### src/design/uart_pin_defines.svh
// Constants for the serial port pin-behaviour block
`ifndef UART_PIN_DEFINES_SVH
`define UART_PIN_DEFINES_SVH

// ==========================================================================
// Line levels
`define UP_MARK      1'b1
`define UP_SPACE     1'b0

// ==========================================================================
// Bit timing: sixteen serial clock periods per bit, eight data bits
`define UP_DIV_W     16
`define UP_DIV_ZERO  16'h0000
`define UP_DIV_ONE   16'h0001
`define UP_OVS_LAST  4'hF
`define UP_OVS_HALF  4'h7
`define UP_OVS_ZERO  4'h0
`define UP_OVS_ONE   4'h1
`define UP_BIT_LAST  3'h7
`define UP_BIT_ZERO  3'h0
`define UP_BIT_ONE   3'h1

// ==========================================================================
// Receive queue geometry and request-to-send thresholds
`define UP_Q_DEPTH   4
`define UP_Q_FULL    3'h4
`define UP_Q_EMPTY   3'h0
`define UP_Q_ONE     3'h1
`define UP_Q_PTR_ONE 2'h1
`define UP_Q_PTR_ZERO 2'h0
`define UP_RTS_STOP  3'h3
`define UP_RTS_GO    3'h1
`define UP_BYTE_ZERO 8'h00

`endif

### src/design/uart_pin_pkg.sv
// Types shared by the serial port pin-behaviour block
package uart_pin_pkg;

    // ======================================================================
    // Frame states, Gray coded along idle-start-data-stop
    typedef enum logic [1:0] {
        FR_IDLE  = 2'h0,
        FR_START = 2'h1,
        FR_DATA  = 2'h3,
        FR_STOP  = 2'h2
    } frame_state_t;

endpackage

### src/design/uart_pin_behaviour.sv
// Serial port channel: line framing, flow control and clock wake-up
`include "uart_pin_defines.svh"

// What this block does
// RULE1: Transmit line sits high when disabled, idle, or in local loopback.
// RULE2: Transmit LSB first, line changes on falling edge of serial clock.
// RULE3: Receiver assembles characters assuming the LSB arrives first.
// RULE4: Any receive line change restarts a serial clock stopped for power-down.
// RULE5: Transmission begins only while the remote party asserts clear-to-send.
// RULE6: Request-to-send is automatic, or optionally follows receive queue fill level.
// RULE7: Each character has one low start bit and at least one high stop bit.
module uart_pin_behaviour
    import uart_pin_pkg::*;
(
    input  wire logic                  I_REF_CLK,
    input  wire logic                  I_RST,
    input  wire logic [`UP_DIV_W-1:0]  I_BAUD_DIV,
    input  wire logic                  I_TX_ENABLE,
    input  wire logic                  I_RX_ENABLE,
    input  wire logic                  I_LOOPBACK,
    input  wire logic                  I_POWER_DOWN,
    input  wire logic                  I_RTS_FROM_QUEUE,
    input  wire logic [7:0]            I_TX_DATA,
    input  wire logic                  I_TX_VALID,
    output logic                       O_TX_READY,
    output logic [7:0]                 O_RX_DATA,
    output logic                       O_RX_VALID,
    input  wire logic                  I_RX_READY,
    output logic                       O_RX_FRAME_ERROR,
    output logic                       O_RX_OVERRUN,
    output logic                       O_CLOCK_RUNNING,
    input  wire logic                  I_SERIAL_RX_IN,
    input  wire logic                  I_CLEAR_TO_SEND_IN_N,
    output logic                       O_SERIAL_TX_OUT,
    output logic                       O_REQUEST_TO_SEND_OUT_N
);

    // ======================================================================
    // Pin synchronisers
    logic rx_meta_q, rx_sync_q, rx_last_q;
    logic cts_meta_q, cts_sync_q;

    always_ff @(posedge I_REF_CLK or posedge I_RST) begin
        if (I_RST) begin
            rx_meta_q  <= `UP_MARK;
            rx_sync_q  <= `UP_MARK;
            rx_last_q  <= `UP_MARK;
            cts_meta_q <= 1'b1;
            cts_sync_q <= 1'b1;
        end else begin
            rx_meta_q  <= I_SERIAL_RX_IN;
            rx_sync_q  <= rx_meta_q;
            rx_last_q  <= rx_sync_q;
            cts_meta_q <= I_CLEAR_TO_SEND_IN_N;
            cts_sync_q <= cts_meta_q;
        end
    end

    // ======================================================================
    // Serial clock source and power-down
    logic [`UP_DIV_W-1:0] div_q, div_d;
    logic                 ser_clk_q, stopped_q, stopped_d, pd_last_q;
    wire                  clk_run  = ~stopped_q;
    wire                  div_wrap = clk_run & (div_q == I_BAUD_DIV);
    wire                  fall_evt = div_wrap & ser_clk_q;
    wire                  rise_evt = div_wrap & ~ser_clk_q;
    wire                  rx_edge  = rx_sync_q ^ rx_last_q;
    wire                  pd_rise  = I_POWER_DOWN & ~pd_last_q;

    // Wake beats a coincident stop request so no receive edge is missed
    assign stopped_d = rx_edge ? 1'b0 : (pd_rise ? 1'b1 : stopped_q); // RULE4
    assign div_d     = (~clk_run | div_wrap) ? `UP_DIV_ZERO : div_q + `UP_DIV_ONE;

    always_ff @(posedge I_REF_CLK or posedge I_RST) begin
        if (I_RST) begin
            div_q     <= `UP_DIV_ZERO;
            ser_clk_q <= 1'b0;
            stopped_q <= 1'b0;
            pd_last_q <= 1'b0;
        end else begin
            div_q     <= div_d;
            ser_clk_q <= div_wrap ? ~ser_clk_q : ser_clk_q;
            stopped_q <= stopped_d;
            pd_last_q <= I_POWER_DOWN;
        end
    end

    // ======================================================================
    // Transmitter
    frame_state_t tx_st_q, tx_st_d;
    logic [7:0]   tx_sh_q, tx_sh_d;
    logic [3:0]   tx_tick_q, tx_tick_d;
    logic [2:0]   tx_bit_q, tx_bit_d;
    logic         tx_pend_q, tx_pend_d, tx_line_q, tx_line_d, tx_pin_q;
    wire          cts_ok    = ~cts_sync_q;
    wire          tx_accept = I_TX_VALID & O_TX_READY;
    wire          tx_tick_end = tx_tick_q == `UP_OVS_LAST;

    assign O_TX_READY = I_TX_ENABLE & ~tx_pend_q & (tx_st_q == FR_IDLE);

    always_comb begin
        tx_st_d   = tx_st_q;
        tx_sh_d   = tx_sh_q;
        tx_tick_d = tx_tick_q;
        tx_bit_d  = tx_bit_q;
        tx_pend_d = tx_pend_q;
        tx_line_d = tx_line_q;
        case (tx_st_q)
            FR_IDLE: begin
                tx_line_d = `UP_MARK; // RULE1
                if (tx_accept) begin
                    tx_sh_d   = I_TX_DATA;
                    tx_pend_d = 1'b1;
                end
                if (fall_evt & tx_pend_q & cts_ok) begin // RULE5
                    tx_st_d   = FR_START;
                    tx_line_d = `UP_SPACE; // RULE7
                    tx_tick_d = `UP_OVS_ZERO;
                    tx_pend_d = 1'b0;
                end
            end
            FR_START: begin
                if (fall_evt) begin
                    tx_tick_d = tx_tick_q + `UP_OVS_ONE;
                    if (tx_tick_end) begin
                        tx_st_d   = FR_DATA;
                        tx_bit_d  = `UP_BIT_ZERO;
                        tx_line_d = tx_sh_q[0]; // RULE2
                    end
                end
            end
            FR_DATA: begin
                if (fall_evt) begin // RULE2
                    tx_tick_d = tx_tick_q + `UP_OVS_ONE;
                    if (tx_tick_end) begin
                        if (tx_bit_q == `UP_BIT_LAST) begin
                            tx_st_d   = FR_STOP;
                            tx_line_d = `UP_MARK; // RULE7
                        end else begin
                            tx_bit_d  = tx_bit_q + `UP_BIT_ONE;
                            tx_sh_d   = {1'b0, tx_sh_q[7:1]};
                            tx_line_d = tx_sh_q[1];
                        end
                    end
                end
            end
            FR_STOP: begin
                if (fall_evt) begin
                    tx_tick_d = tx_tick_q + `UP_OVS_ONE;
                    if (tx_tick_end) begin
                        tx_st_d = FR_IDLE;
                    end
                end
            end
            default: begin
                tx_st_d   = FR_IDLE;
                tx_line_d = `UP_MARK;
            end
        endcase
        // Disabling aborts a frame at once; the held byte is dropped
        if (~I_TX_ENABLE) begin
            tx_st_d   = FR_IDLE;
            tx_pend_d = 1'b0;
            tx_line_d = `UP_MARK; // RULE1
        end
    end

    always_ff @(posedge I_REF_CLK or posedge I_RST) begin
        if (I_RST) begin
            tx_st_q   <= FR_IDLE;
            tx_sh_q   <= `UP_BYTE_ZERO;
            tx_tick_q <= `UP_OVS_ZERO;
            tx_bit_q  <= `UP_BIT_ZERO;
            tx_pend_q <= 1'b0;
            tx_line_q <= `UP_MARK;
            tx_pin_q  <= `UP_MARK;
        end else begin
            tx_st_q   <= tx_st_d;
            tx_sh_q   <= tx_sh_d;
            tx_tick_q <= tx_tick_d;
            tx_bit_q  <= tx_bit_d;
            tx_pend_q <= tx_pend_d;
            tx_line_q <= tx_line_d;
            tx_pin_q  <= I_LOOPBACK ? `UP_MARK : tx_line_d; // RULE1
        end
    end

    assign O_SERIAL_TX_OUT = tx_pin_q;

    // ======================================================================
    // Receiver; loopback feeds it from the internal transmit line
    frame_state_t rx_st_q, rx_st_d;
    logic [7:0]   rx_sh_q, rx_sh_d;
    logic [3:0]   rx_tick_q, rx_tick_d;
    logic [2:0]   rx_bit_q, rx_bit_d;
    logic         rx_push, rx_ferr;
    wire          rx_bit      = I_LOOPBACK ? tx_line_q : rx_sync_q;
    wire          rx_tick_end = rx_tick_q == `UP_OVS_LAST;

    always_comb begin
        rx_st_d   = rx_st_q;
        rx_sh_d   = rx_sh_q;
        rx_tick_d = rx_tick_q;
        rx_bit_d  = rx_bit_q;
        rx_push   = 1'b0;
        rx_ferr   = 1'b0;
        case (rx_st_q)
            FR_IDLE: begin
                if (rise_evt & (rx_bit == `UP_SPACE)) begin
                    rx_st_d   = FR_START;
                    rx_tick_d = `UP_OVS_ZERO;
                end
            end
            FR_START: begin
                // Mid-bit recheck rejects glitches shorter than half a bit
                if (rise_evt) begin
                    rx_tick_d = rx_tick_q + `UP_OVS_ONE;
                    if (rx_tick_q == `UP_OVS_HALF) begin
                        rx_tick_d = `UP_OVS_ZERO;
                        rx_bit_d  = `UP_BIT_ZERO;
                        rx_st_d   = (rx_bit == `UP_SPACE) ? FR_DATA : FR_IDLE; // RULE7
                    end
                end
            end
            FR_DATA: begin
                if (rise_evt) begin
                    rx_tick_d = rx_tick_q + `UP_OVS_ONE;
                    if (rx_tick_end) begin
                        rx_sh_d  = {rx_bit, rx_sh_q[7:1]}; // RULE3
                        rx_bit_d = rx_bit_q + `UP_BIT_ONE;
                        if (rx_bit_q == `UP_BIT_LAST) begin
                            rx_st_d = FR_STOP;
                        end
                    end
                end
            end
            FR_STOP: begin
                if (rise_evt) begin
                    rx_tick_d = rx_tick_q + `UP_OVS_ONE;
                    if (rx_tick_end) begin
                        rx_st_d = FR_IDLE;
                        rx_push = (rx_bit == `UP_MARK); // RULE7
                        rx_ferr = (rx_bit != `UP_MARK);
                    end
                end
            end
            default: begin
                rx_st_d = FR_IDLE;
            end
        endcase
        if (~I_RX_ENABLE) begin
            rx_st_d = FR_IDLE;
            rx_push = 1'b0;
            rx_ferr = 1'b0;
        end
    end

    always_ff @(posedge I_REF_CLK or posedge I_RST) begin
        if (I_RST) begin
            rx_st_q   <= FR_IDLE;
            rx_sh_q   <= `UP_BYTE_ZERO;
            rx_tick_q <= `UP_OVS_ZERO;
            rx_bit_q  <= `UP_BIT_ZERO;
        end else begin
            rx_st_q   <= rx_st_d;
            rx_sh_q   <= rx_sh_d;
            rx_tick_q <= rx_tick_d;
            rx_bit_q  <= rx_bit_d;
        end
    end

    // ======================================================================
    // Receive queue; a character arriving while full is dropped
    logic [7:0] q_mem_q [`UP_Q_DEPTH];
    logic [1:0] q_wr_q, q_rd_q;
    logic [2:0] q_cnt_q;
    logic       ferr_q, ovr_q, rts_fifo_q, rts_n_q;
    wire        q_full = q_cnt_q == `UP_Q_FULL;
    wire        q_wr   = rx_push & ~q_full;
    wire        q_rd   = I_RX_READY & O_RX_VALID;

    assign O_RX_VALID = q_cnt_q != `UP_Q_EMPTY;
    assign O_RX_DATA  = q_mem_q[q_rd_q];

    generate
        for (genvar g = 0; g < `UP_Q_DEPTH; g++) begin : g_q
            always_ff @(posedge I_REF_CLK or posedge I_RST) begin
                if (I_RST) begin
                    q_mem_q[g] <= `UP_BYTE_ZERO;
                end else if (q_wr && q_wr_q == 2'(g)) begin
                    q_mem_q[g] <= rx_sh_q;
                end
            end
        end
    endgenerate

    // ======================================================================
    // Request-to-send: auto asks while a character waits or is on the line
    wire rts_auto = tx_pend_q | (tx_st_q != FR_IDLE); // RULE6
    wire rts_want = I_RTS_FROM_QUEUE ? rts_fifo_q : rts_auto; // RULE6

    always_ff @(posedge I_REF_CLK or posedge I_RST) begin
        if (I_RST) begin
            q_wr_q     <= `UP_Q_PTR_ZERO;
            q_rd_q     <= `UP_Q_PTR_ZERO;
            q_cnt_q    <= `UP_Q_EMPTY;
            ferr_q     <= 1'b0;
            ovr_q      <= 1'b0;
            rts_fifo_q <= 1'b1;
            rts_n_q    <= 1'b1;
        end else begin
            q_wr_q  <= q_wr ? q_wr_q + `UP_Q_PTR_ONE : q_wr_q;
            q_rd_q  <= q_rd ? q_rd_q + `UP_Q_PTR_ONE : q_rd_q;
            q_cnt_q <= q_cnt_q + (q_wr ? `UP_Q_ONE : `UP_Q_EMPTY)
                               - (q_rd ? `UP_Q_ONE : `UP_Q_EMPTY);
            ferr_q  <= rx_ferr;
            ovr_q   <= rx_push & q_full;
            // Hysteresis keeps the line from chattering around one level
            if (q_cnt_q >= `UP_RTS_STOP) begin
                rts_fifo_q <= 1'b0; // RULE6
            end else if (q_cnt_q <= `UP_RTS_GO) begin
                rts_fifo_q <= 1'b1; // RULE6
            end
            rts_n_q <= ~rts_want;
        end
    end

    assign O_RX_FRAME_ERROR        = ferr_q;
    assign O_RX_OVERRUN            = ovr_q;
    assign O_REQUEST_TO_SEND_OUT_N = rts_n_q;
    assign O_CLOCK_RUNNING         = clk_run;

endmodule

### config.mk
export PLATFORM = sky130hd
export DESIGN_NAME = uart_pin_behaviour
export DESIGN_NICKNAME = d
export VERILOG_FILES = /design/src/design/uart_pin_pkg.sv /design/src/design/uart_pin_behaviour.sv
export VERILOG_INCLUDE_DIRS = /design/src /design/src/design
export SDC_FILE = /design/constraint.sdc
export NUM_CORES = 1
export LEC_CHECK = 0
export BUFFER_PORTS_ARGS = -buffer_cell sky130_fd_sc_hd__buf_4
export CAP_MARGIN = 30
export CORE_MARGIN = 1.5
export CORE_UTILIZATION = 56
export CTS_CLUSTER_SIZE = 24
export DETAILED_ROUTE_END_ITERATION = 10
export PLACE_DENSITY = 0.83
export SLEW_MARGIN = 20
export SYNTH_ARGS = -nofsm -noshare
export SYNTH_HDL_FRONTEND = slang
export SYNTH_SLANG_ARGS = --single-unit
### constraint.sdc
create_clock -name I_REF_CLK -period 4.9 [get_ports I_REF_CLK]
set_input_delay 0.98 -clock I_REF_CLK [delete_from_list [all_inputs] [get_ports I_REF_CLK]]
set_output_delay 0.98 -clock I_REF_CLK [all_outputs]
set_load 0.02 [all_outputs]
==> results by group, run 1 <==
Drt
  • Routed WL: approximately 11 mm
  • Vias: between 3000 and 4000
  • DRC violation count after routing: 0
  • Met3 WL post-DR: 479 um
  • Met1 wire length: roughly 5.0 mm
  • Vias/cell: approximately 6
  • Met2 WL: a little over 5 mm
  • DRT iter0 DRCs: 250
  • ANT nets after route: 0
  • First-pass DRT Iterations: 4
  • Max layer used: met4
  • Routed len/inst: roughly 17 um

Die
  • Die width: 99.9 um
  • Core region area: 9150 um^2
  • Initial Util: 0.575
  • Num rows: 35
  • Die area: 9990 um^2
  • I/O pin cnt: 50
  • Chip height: 99.9 um

Global routing
  • GRT overflow: 0
  • GRT Total Usage: 0.227
  • Initial antenna violation count: 0
  • Largest net degree at the start of global routing: 64
  • First-pass GRT wire length: between 15 and 20 mm
  • Vias in the first global route: between 3000 and 4000

Place
  • # port buffers: slightly below 50
  • Post-DP HPWL: between 7 and 8 mm
  • Placed Cells incl. Taps: 597
  • Final Wtd Congestion: ~0.83
  • Placement Cell Area: about 5700 um^2

Clock tree
  • Setup Fix Bufs, Post-CTS: 0
  • Clock Sinks: 104
  • CTS H-tree depth: 3
  • TritonCTS clock tree: done
  • CTS Buf Count: 9
  • CTS Buffer Depth: 2
  • CTS resizes: 0
  • Clk Latency, worst-skew pair: 0.37 ns
  • Hold-fix buffers, CTS: 0
  • Clock Tree Root: clkbuf_8
  • Clk slew on worst S/H paths: 0.10 ns

Timing
  • Setup TNS: 0 ns
  • Final Cycle Share: 0.637
  • Hold Fails Final Rpt: 0
  • Fin. max-slew vios: 0
  • Worst rel slew slack: 0.486
  • Max frequency: 321 MHz
  • RSZ-0062 raised after global routing: false
  • Final min period: approximately 3.1 ns
  • Clock Skew: 0.00875 ns
  • Measured slew at the worst slew-check pin: 0.770 ns
  • Setup violators final: 0

Synth
  • Share of the synthesized area in the top cell type: 0.452
  • Synth Instances: about 450
  • Synthesized Nets: just over 500
  • Mapped Area: approximately 5300 um^2
  • EDFF count, synth: 0
  • Post-synth ARST share: 1.00
  • Seq/Total Area, Yosys: 0.497
  • Dominant synthesized flop cell: dfrtp_1
  • Syn Area/Cell: approximately 12 um^2
  • Synth top cells by count: dfrtp_1 (95), mux2_2 (39), nand2_1 (35)
  • Post-synth cell types: 52
  • Most common cell in the netlist: dfrtp_1
  • Synth top area cells: dfrtp_1 (45%), mux2_2 (8.3%), xor2_1 (4.8%)
  • Yosys reg bits: ~100
  • Leading area contributor after synthesis: dfrtp_1
  • Ys Warns: 0

Power
  • NetSw: about 430 uW
  • Switching part of the total power: 0.273
  • Power share of the combinational group: 0.093
  • Internal power: ~1200 uW
  • Reg power frac: 0.589
  • Clk pwr share: 0.318
  • Leak Pwr: 0.00277 uW
  • P per Cell Area: between 200 and 300 nW/um^2
  • Total power: approximately 1600 uW
  • Peak VDD IR: roughly 0.21 mV

Setup path
  • Max Fanout on Critical Path: 6
  • Worst setup EP type: flop
  • R2R Setup Slk: roughly 2 ns
  • Critical Path AT: 3.39 ns
  • WS Path Type: input pin to flop
  • Critical path required time: between 5 and 6 ns
  • Startpoint types: input pin

Run status
  • Status: finished, final reports clean

Hold path
  • Tightest Hold Check Type: flop to flop

Finish
  • Post-route cell area: approximately 5900 um^2
  • Filler cell count: about 700
  • Share of cells above drive strength 1: 0.283
  • Nets@finish: roughly 550
  • Area growth syn-to-layout: 12.0%
  • Area of the multi-input gates: between 2000 and 3000 um^2
  • Register area: roughly 2600 um^2
  • Antenna Cells: 0
  • Post-Layout Cell Count: ~610

Run
  • Max-cap viol count: 0
==> power groups by stage <==
stage	registers, uW	logic [uW]	clock network (uW)
2_1_floorplan	938	96.6	0
3_3_place_gp	945	143	0
3_5_place_dp	947	148	0
4_1_cts	931	149	511
5_1_grt	937	168	543
6_report	932	147	503
==> state kept, by name, indices dropped and copies added, names as in the netlist, 2 cells and up <==
| name | count |
|---|---|
| tx_tick_q | 4 |
| rx_st_q | 2 |
| q_rd_q | 2 |
| div_q | 16 |
| tx_bit_q | 3 |
| q_mem_q | 32 |
| q_wr_q | 2 |
| q_cnt_q | 3 |
| rx_tick_q | 4 |
| tx_sh_q | 8 |
| rx_bit_q | 3 |
| rx_sh_q | 8 |
| tx_st_q | 2 |
==> critical path, cell delays in order <==
cell and delay (ns):
buf_4 0.11, xor2_1 0.14, nor4_1 0.36, and4_1 0.45
nand3_1 0.23, ha_1 0.34, inv_1 0.06, ha_1 0.13
inv_1 0.04, fa_1 0.38, xor2_1 0.18
==> worst paths after layout <==
| kind | end | start | cells after the start |
|---|---|---|---|
| worst min register to register | cts_sync_q | cts_meta_q | 0 |
| worst min-delay path | cts_sync_q | cts_meta_q | 0 |
| worst max-delay path | q_cnt_q[2] | I_BAUD_DIV[11] | 11 |
| worst max register to register | q_cnt_q[2] | rx_tick_q[0] | 10 |
| min in group asynchronous | div_q[15] | I_RST | 2 |
| max in group asynchronous | rx_sh_q[0] | I_RST | 3 |
==> per-stage QoR <==
stage               hold slack [ns]   util  setup WS [ns]
global route                  0.364  0.644           1.61
floorplan                     0.345      -           1.20
finish                        0.360  0.644           1.78
global placement              0.345  0.624           1.52
CTS                           0.361  0.644           1.80
detailed placement            0.347  0.624           1.40
==> final cells by class <==
| class | instances | share of cell area |
|---|---|---|
| clock inverters | 7 | 0.00935 |
| well taps | 111 | 0.0236 |
| flip-flops and latches | 104 | 0.444 |
| repair buffers | 52 | 0.0663 |
| inverters | 13 | 0.00871 |
| multi-input cells | 317 | 0.427 |
| clock buffers | 9 | 0.0210 |
==> cells by family (layout without fill, tap and decap cells) <==
family	count (synthesis)	in the layout	share of synthesized area
adder cells (fa/ha/maj)	17	17	0.0419
buffers and inverters	33	81	0.0247
AO/OA/AOI/OAI	50	50	0.0737
XOR/XNOR	36	36	0.0599
AND/OR/NAND/NOR	157	157	0.159
multiplexers	57	57	0.144
flip-flops	104	104	0.497
==> routing by layer <==
metal / up-vias / global-route usage
met5: - / 0
met4: 0 / 0.0715
met1: 1826 / 0.328
met2: 110 / 0.355
li1: 1728 / -
met3: 11 / 0.0369
==> cell usage in the layout, fill, tap and decap left out, drive strengths merged, types with 14 or more instances in the layout <==
| master | Yosys | layout |
|---|---|---|
| buf | 4 | 52 |
| dfrtp | 95 | 95 |
| ha | 16 | 16 |
| inv | 13 | 16 |
| mux2 | 47 | 47 |
| nand2 | 35 | 35 |
| nand3 | 33 | 33 |
| nor2 | 27 | 27 |
| nor3 | 14 | 14 |
| xor2 | 29 | 29 |
Note: power is estimated with default switching activity, not from simulation.
==> inputs of run 2 (changes only) <==
==> constraint.sdc (replaced) <==
create_clock -name I_REF_CLK -period 2.94 [get_ports I_REF_CLK]
set_input_delay 0.588 -clock I_REF_CLK [delete_from_list [all_inputs] [get_ports I_REF_CLK]]
set_output_delay 0.588 -clock I_REF_CLK [all_outputs]
set_load 0.02 [all_outputs]
==> run 2 against run 1 <==
Net effect: design area is 2.3% higher; highest routed layer unchanged; cell count grew 2.8%; sequential share of layout area decreased by 1.0 points; die area did not move; critical path type is now flop to flop; critical endpoint unchanged.
==> results by group, run 2 (synthesis gave the netlist of run 1 again) <==
Die
  • Num rows: 35 (unchanged)
  • Die area: 9990 um^2 (unchanged)
  • Core region area: 9150 um^2 (unchanged)
  • Chip height: 99.9 um (unchanged)
  • Initial Util: 0.575 (unchanged)
  • I/O pin cnt: 50 (unchanged)
  • Die width: 99.9 um (unchanged)

Place
  • Place WS: 0.0747 ns (-1.32 ns)
  • Final Wtd Congestion: 0.834 (+0.42%)
  • # port buffers: 49 (unchanged)
  • Post-DP HPWL: 7.93 mm (+8.3%)

Drt
  • Routed WL: 10.8 mm (+1.1%)
  • DRT iter0 DRCs: 230 (-8.0%)
  • Vias/cell: 5.95 (-0.71%)
  • Routed len/inst: 17.1 um (-1.6%)
  • First-pass DRT Iterations: 4 (unchanged)
  • Vias: 3750 (+2.0%)
  • ANT nets after route: 0 (unchanged)
  • DRC violation count after routing: 0 (unchanged)

Finish
  • Antenna Cells: 0 (unchanged)
  • Most flop-heavy register: q_mem_q
  • Share of cells above drive strength 1: 0.304 (+0.0216)
  • Most common cell after layout, fill and taps aside: dfrtp_1
  • Area growth syn-to-layout: 14.6%
  • Regs by FF count: q_mem_q x32, div_q x16
  • Most frequent cells in the layout: dfrtp_1 (95), buf_4 (68), mux2_2 (39)
  • Largest register FFs: 32 (unchanged)
  • Nets@finish: 566 (+3.1%)
  • Layout Utilization: 0.659 (+0.0149)

Clock tree
  • TritonCTS clock tree: done
  • CTS H-tree depth: 3 (unchanged)
  • Hold-fix buffers, CTS: 0 (unchanged)
  • CTS Buf Count: 9 (unchanged)
  • Setup Fix Bufs, Post-CTS: 0 (unchanged)
  • CTS resizes: 0 (unchanged)
  • Clock Tree Root: clkbuf_8
  • Clock Sinks: 104 (unchanged)
  • Clk slew on worst S/H paths: 0.10 ns (about the same)
  • CTS Buffer Depth: 2 (unchanged)
  • Clk Latency, worst-skew pair: 0.36 ns (about the same)

Power
  • P per Cell Area: 431 nW/um^2 (+60%)
  • Leak Pwr: 0.00285 uW (+3.0%)
  • Total power: 2600 uW (+64%)
  • Peak VDD IR: 0.263 mV (+28%)

Hold path
  • Tightest Hold Check Type: input pin to async pin

Setup path
  • FF-to-FF End: q_cnt_q[2]
  • Startpoint types: flop
  • RR Startpoint: rx_tick_q[0]
  • Critical Path AT: 2.90 ns (-0.49 ns)
  • Critical path required time: 3.19 ns (-1.98 ns)
  • Worst setup EP type: flop
  • Max Fanout on Critical Path: 6 (unchanged)
  • R2R Setup Slk: 0.30 ns (-1.69 ns)
  • WS Path Type: flop to flop
  • Worst reg2reg path depth: 10 (unchanged)

Timing
  • Hold Fails Final Rpt: 0 (unchanged)
  • Final min period: approximately 2.6 ns
  • RSZ-0062 raised after global routing: false
  • Max frequency: roughly 380 MHz
  • Setup ws final: 0.298 ns (-1.48 ns)
  • Worst rel slew slack: 0.540 (+0.0535)
  • Final Cycle Share: 0.899
  • Setup TNS: 0 ns (unchanged)
  • Measured slew at the worst slew-check pin: 0.690 ns (-0.0807 ns)
  • Clock Skew: 0.00963 ns (+0.000888 ns)
  • Setup violators final: 0 (unchanged)
  • Fin. max-slew vios: 0 (unchanged)
  • Worst hold margin: 0.250 ns (-0.110 ns)

Global routing
  • Initial antenna violation count: 0 (unchanged)
  • Largest net degree at the start of global routing: 44 (-31%)
  • Vias in the first global route: 3726 (+3.3%)
  • GRT Total Usage: 0.231 (+0.00418)
  • First-pass GRT wire length: 18.2 mm (+2.5%)
  • GRT overflow: 0 (unchanged)

Run
  • Max-cap viol count: 0 (unchanged)

Run status
  • Status: finished, final reports clean
[run 2: final cells by class]
cell class                 instances  area, um^2
inverter                          13        52.6
sequential                       104        2610
multi-input combinational        317        2520
clock inverter                     6        46.3
tap                              111         139
timing repair buffer              69         531
clock buffer                      10         128
fill                             679        3130
[run 2: worst max path at each step]
stage                               from         end  slack [ns]
after detailed placement  I_BAUD_DIV[11]  q_cnt_q[2]        0.07
after CTS                   rx_tick_q[0]  q_cnt_q[2]        0.28
after global placement     I_BAUD_DIV[5]  q_cnt_q[2]        0.16
after global routing        rx_tick_q[0]  q_cnt_q[2]        0.05
after floorplan            I_BAUD_DIV[9]  q_cnt_q[2]        0.22
final                       rx_tick_q[0]  q_cnt_q[2]        0.30
[run 2: metrics by stage]
step,std cells,cell area [um^2]
6_report,630,6030
5_1_grt,630,6030
4_1_cts,630,6030
3_5_place_dp,614,5850
3_3_place_gp,614,5850
2_1_floorplan,454,5270
[run 2: layer usage]
layer | track usage | up-vias | wire (um)
met1 | 0.319 | 1887 | 4870
met2 | 0.384 | 95 | 5330
met5 | 0 | - | 0
li1 | - | 1759 | -
met4 | 0.0748 | 0 | 99
met3 | 0.0279 | 9 | 477
[run 2: report_power, final]
group	internal (uW)	leakage, uW	switching, uW
clock network	311	0.0000824	483
logic	116	0.00139	134
registers	1490	0.00138	64.0
[run 2: critical path, cell delays in order (launching register included)]
cell       delay, ns
dfrtp_1         0.40
ha_1            0.28
nand3_1         0.22
a2111oi_2       0.41
nand3_1         0.17
ha_1            0.29
inv_1           0.06
ha_1            0.13
inv_1           0.05
fa_1            0.37
xor2_1          0.17
==> inputs of run 3 (changes only) <==
--- a/config.mk
+++ b/config.mk
@@ -9,10 +9,11 @@
 export BUFFER_PORTS_ARGS = -buffer_cell sky130_fd_sc_hd__buf_4
 export CAP_MARGIN = 30
 export CORE_MARGIN = 1.5
-export CORE_UTILIZATION = 56
+export CORE_UTILIZATION = 54
 export CTS_CLUSTER_SIZE = 24
 export DETAILED_ROUTE_END_ITERATION = 10
-export PLACE_DENSITY = 0.83
+export HOLD_SLACK_MARGIN = 0.05
+export PLACE_DENSITY = 0.84
 export SLEW_MARGIN = 20
 export SYNTH_ARGS = -nofsm -noshare
 export SYNTH_HDL_FRONTEND = slang
==> constraint.sdc (replaced) <==
create_clock -name I_REF_CLK -period 2.16 [get_ports I_REF_CLK]
set_input_delay 0.432 -clock I_REF_CLK [delete_from_list [all_inputs] [get_ports I_REF_CLK]]
set_output_delay 0.432 -clock I_REF_CLK [all_outputs]
set_load 0.02 [all_outputs]
==> run 3 against run 2 <==
Net effect: the run now ends with negative setup slack left; worst setup slack worse by 0.68 ns; count of clock-buffer cells in the layout fell by 1; register-to-register slack worse by 0.68 ns; wire length increased by 39%; hold slack worse by 0.098 ns; design area rose by 19%; maximum frequency up 4.1%; combinational power is 120% higher; cell count rose by 11%; clock power is 51% higher; utilization grew 11 points; sequential power up 35%; largest cell class is now multi-input combinational cells.
==> results by group, run 3 (synthesis gave the netlist of run 1 again) <==
Run status
  • Status: finished, violations left
  • Failing checks: negative setup slack

Setup path
  • Buf/Inv on CP: 3 (+1)
  • Delay-heaviest family, CP: adder cells
  • Worst path slowest cell: fa_2
  • Startpoint types: flop
  • Max Fanout on Critical Path: 2 (-4)
  • Crit-path max cell delay: 0.53 ns (+0.12 ns)
  • Critical Path AT: 2.83 ns (-0.07 ns)
  • Worst setup EP type: flop
  • WS Path Type: flop to flop
  • Critical path required time: 2.45 ns (-0.74 ns)
  • Critical path cell sequence: xor2_1 > nor4_2 > and4_4 > nand3_4 > ha_4 > inv_4 > ha_4 > inv_2 > fa_2 > inv_2

Finish
  • Share of cells above drive strength 1: 0.482 (+0.177)
  • Area growth syn-to-layout: 36.8%
  • Post-Layout Cell Count: 702 (+11%)
  • Nets@finish: 620 (+9.5%)
  • Most frequent cells in the layout: buf_4 (103), dfrtp_1 (92), mux2_4 (41)
  • Regs by FF count: q_mem_q x32, div_q x16
  • Most common cell after layout, fill and taps aside: buf_4
  • Largest register FFs: 32 (unchanged)
  • Filler cell count: 529 (-22%)
  • Most flop-heavy register: q_mem_q
  • Antenna Cells: 0 (unchanged)
  • Layout Utilization: 0.772 (+0.113)

Place
  • Placed Cells incl. Taps: 674 (+9.8%)
  • Post-DP HPWL: 8.27 mm (+4.4%)
  • # port buffers: 49 (unchanged)
  • Final Wtd Congestion: 0.822 (-1.4%)

Timing
  • Measured slew at the worst slew-check pin: 0.761 ns (+0.0713 ns)
  • Worst hold margin: 0.152 ns (-0.0983 ns)
  • Max frequency: 394 MHz (+4.1%)
  • Worst rel slew slack: 0.492 (-0.0476)
  • Final min period: 2.54 ns (-0.103 ns)
  • Setup TNS: -10.54 ns (-10.54 ns)
  • Hold Fails Final Rpt: 0 (unchanged)
  • Final Cycle Share: 1.18 (+0.277)
  • Fin. max-slew vios: 0 (unchanged)
  • Setup ws final: -0.379 ns (-0.677 ns)
  • Setup violators final: 72 (+72)
  • RSZ-0062 raised after global routing: true
  • Clock Skew: 0.0137 ns (+0.00402 ns)

Power
  • Leak Pwr: 0.00333 uW (+17%)
  • P per Cell Area: 534 nW/um^2 (+24%)
  • Total power: 3840 uW (+48%)
  • Peak VDD IR: 0.415 mV (+58%)

Drt
  • DRT iter0 DRCs: 230 (unchanged)
  • ANT nets after route: 0 (unchanged)
  • First-pass DRT Iterations: 5 (+1)
  • Vias/cell: 6.12 (+2.8%)
  • Routed WL: 14.9 mm (+39%)
  • Routed len/inst: 21.3 um (+24%)
  • DRC violation count after routing: 0 (unchanged)
  • Vias: 4294 (+15%)

Global routing
  • Initial antenna violation count: 0 (unchanged)
  • GRT overflow: 0 (unchanged)
  • Largest net degree at the start of global routing: 105 (+140%)
  • GRT Total Usage: 0.258 (+0.0267)
  • First-pass GRT wire length: 20.5 mm (+13%)
  • Vias in the first global route: 4280 (+15%)

Clock tree
  • Clk Latency, worst-skew pair: 0.39 ns (+0.03 ns)
  • CTS Buffer Depth: 2 (unchanged)
  • CTS Buf Count: 9 (unchanged)
  • Clock Tree Root: clkbuf_8
  • Hold-fix buffers, CTS: 0 (unchanged)
  • TritonCTS clock tree: done
  • Clock Sinks: 104 (unchanged)
  • Clk slew on worst S/H paths: 0.11 ns (about the same)
  • CTS H-tree depth: 3 (unchanged)

Die
  • Num rows: 35 (unchanged)
  • I/O pin cnt: 50 (unchanged)
  • Core region area: 9330 um^2 (+1.9%)
  • Die area: 10300 um^2 (+3.6%)
  • Initial Util: 0.564 (-0.0108)
  • Die width: 102 um (+1.8%)
  • Chip height: 102 um (+1.8%)

Hold path
  • Tightest Hold Check Type: input pin to flop

Run
  • Max-cap viol count: 0 (unchanged)
## run 3: changes by cell type in the layout (fill, tap and decap cells not counted), sizes merged
cell	delta
inv	+5
clkinv	-4
clkbuf	+1
buf	+52
## run 3: path summary, 6_finish.rpt
kind                                      start         end  slack, ns  depth (start not counted)
max                                    div_q[2]  q_cnt_q[1]      -0.38                         10
min                        I_CLEAR_TO_SEND_IN_N  cts_meta_q       0.15                          1
max reg2reg                            div_q[2]  q_cnt_q[1]      -0.38                         10
min reg2reg                          cts_meta_q  cts_sync_q       0.36                          0
max in group asynchronous                 I_RST   q_rd_q[0]       1.52                          3
min in group asynchronous                 I_RST   q_wr_q[1]       0.17                          3
## run 3: timing repair
| action | 4_1_cts | 5_1_grt |
|---|---|---|
| endpoints found under the setup margin | 62 | 88 |
| pin swaps | 22 | 53 |
| cloned | 0 | 2 |
| gates resized for setup | 31 | 128 |
| setup buffers | 6 | 8 |
## run 3: layer usage
metal | global-route usage | vias up | routed length (um)
met4 | 0.109 | 0 | 623
met5 | 0 | - | 0
met1 | 0.304 | 2182 | 5640
met3 | 0.0538 | 60 | 725
met2 | 0.456 | 184 | 7930
li1 | - | 1868 | -
## run 3: layout make-up
type	instances	area, um^2	area share
Sequential cell	104	2620	0.364
Inverter	13	55.1	0.00765
Timing Repair Buffer	123	1070	0.149
Clock inverter	7	61.3	0.00852
Multi-Input combinational cell	317	3110	0.432
Tap cell	129	161	0.0224
Clock buffer	9	124	0.0172
## run 3: stage by stage
step / area (um^2) / setup slack, ns
2_1_floorplan: 5280 / -0.293
3_3_place_gp: 6230 / -0.458
3_5_place_dp: 6230 / -0.505
4_1_cts: 6610 / -0.273
5_1_grt: 7200 / -0.437
6_report: 7200 / -0.379
## run 3: power by group
group	internal (uW)	switching (uW)	total, uW	leakage [uW]
registers	2030	68.0	2100	0.00138
clock network	444	751	1200	0.0000892
logic	251	303	554	0.00186
total	2720	1120	3840	0.00333
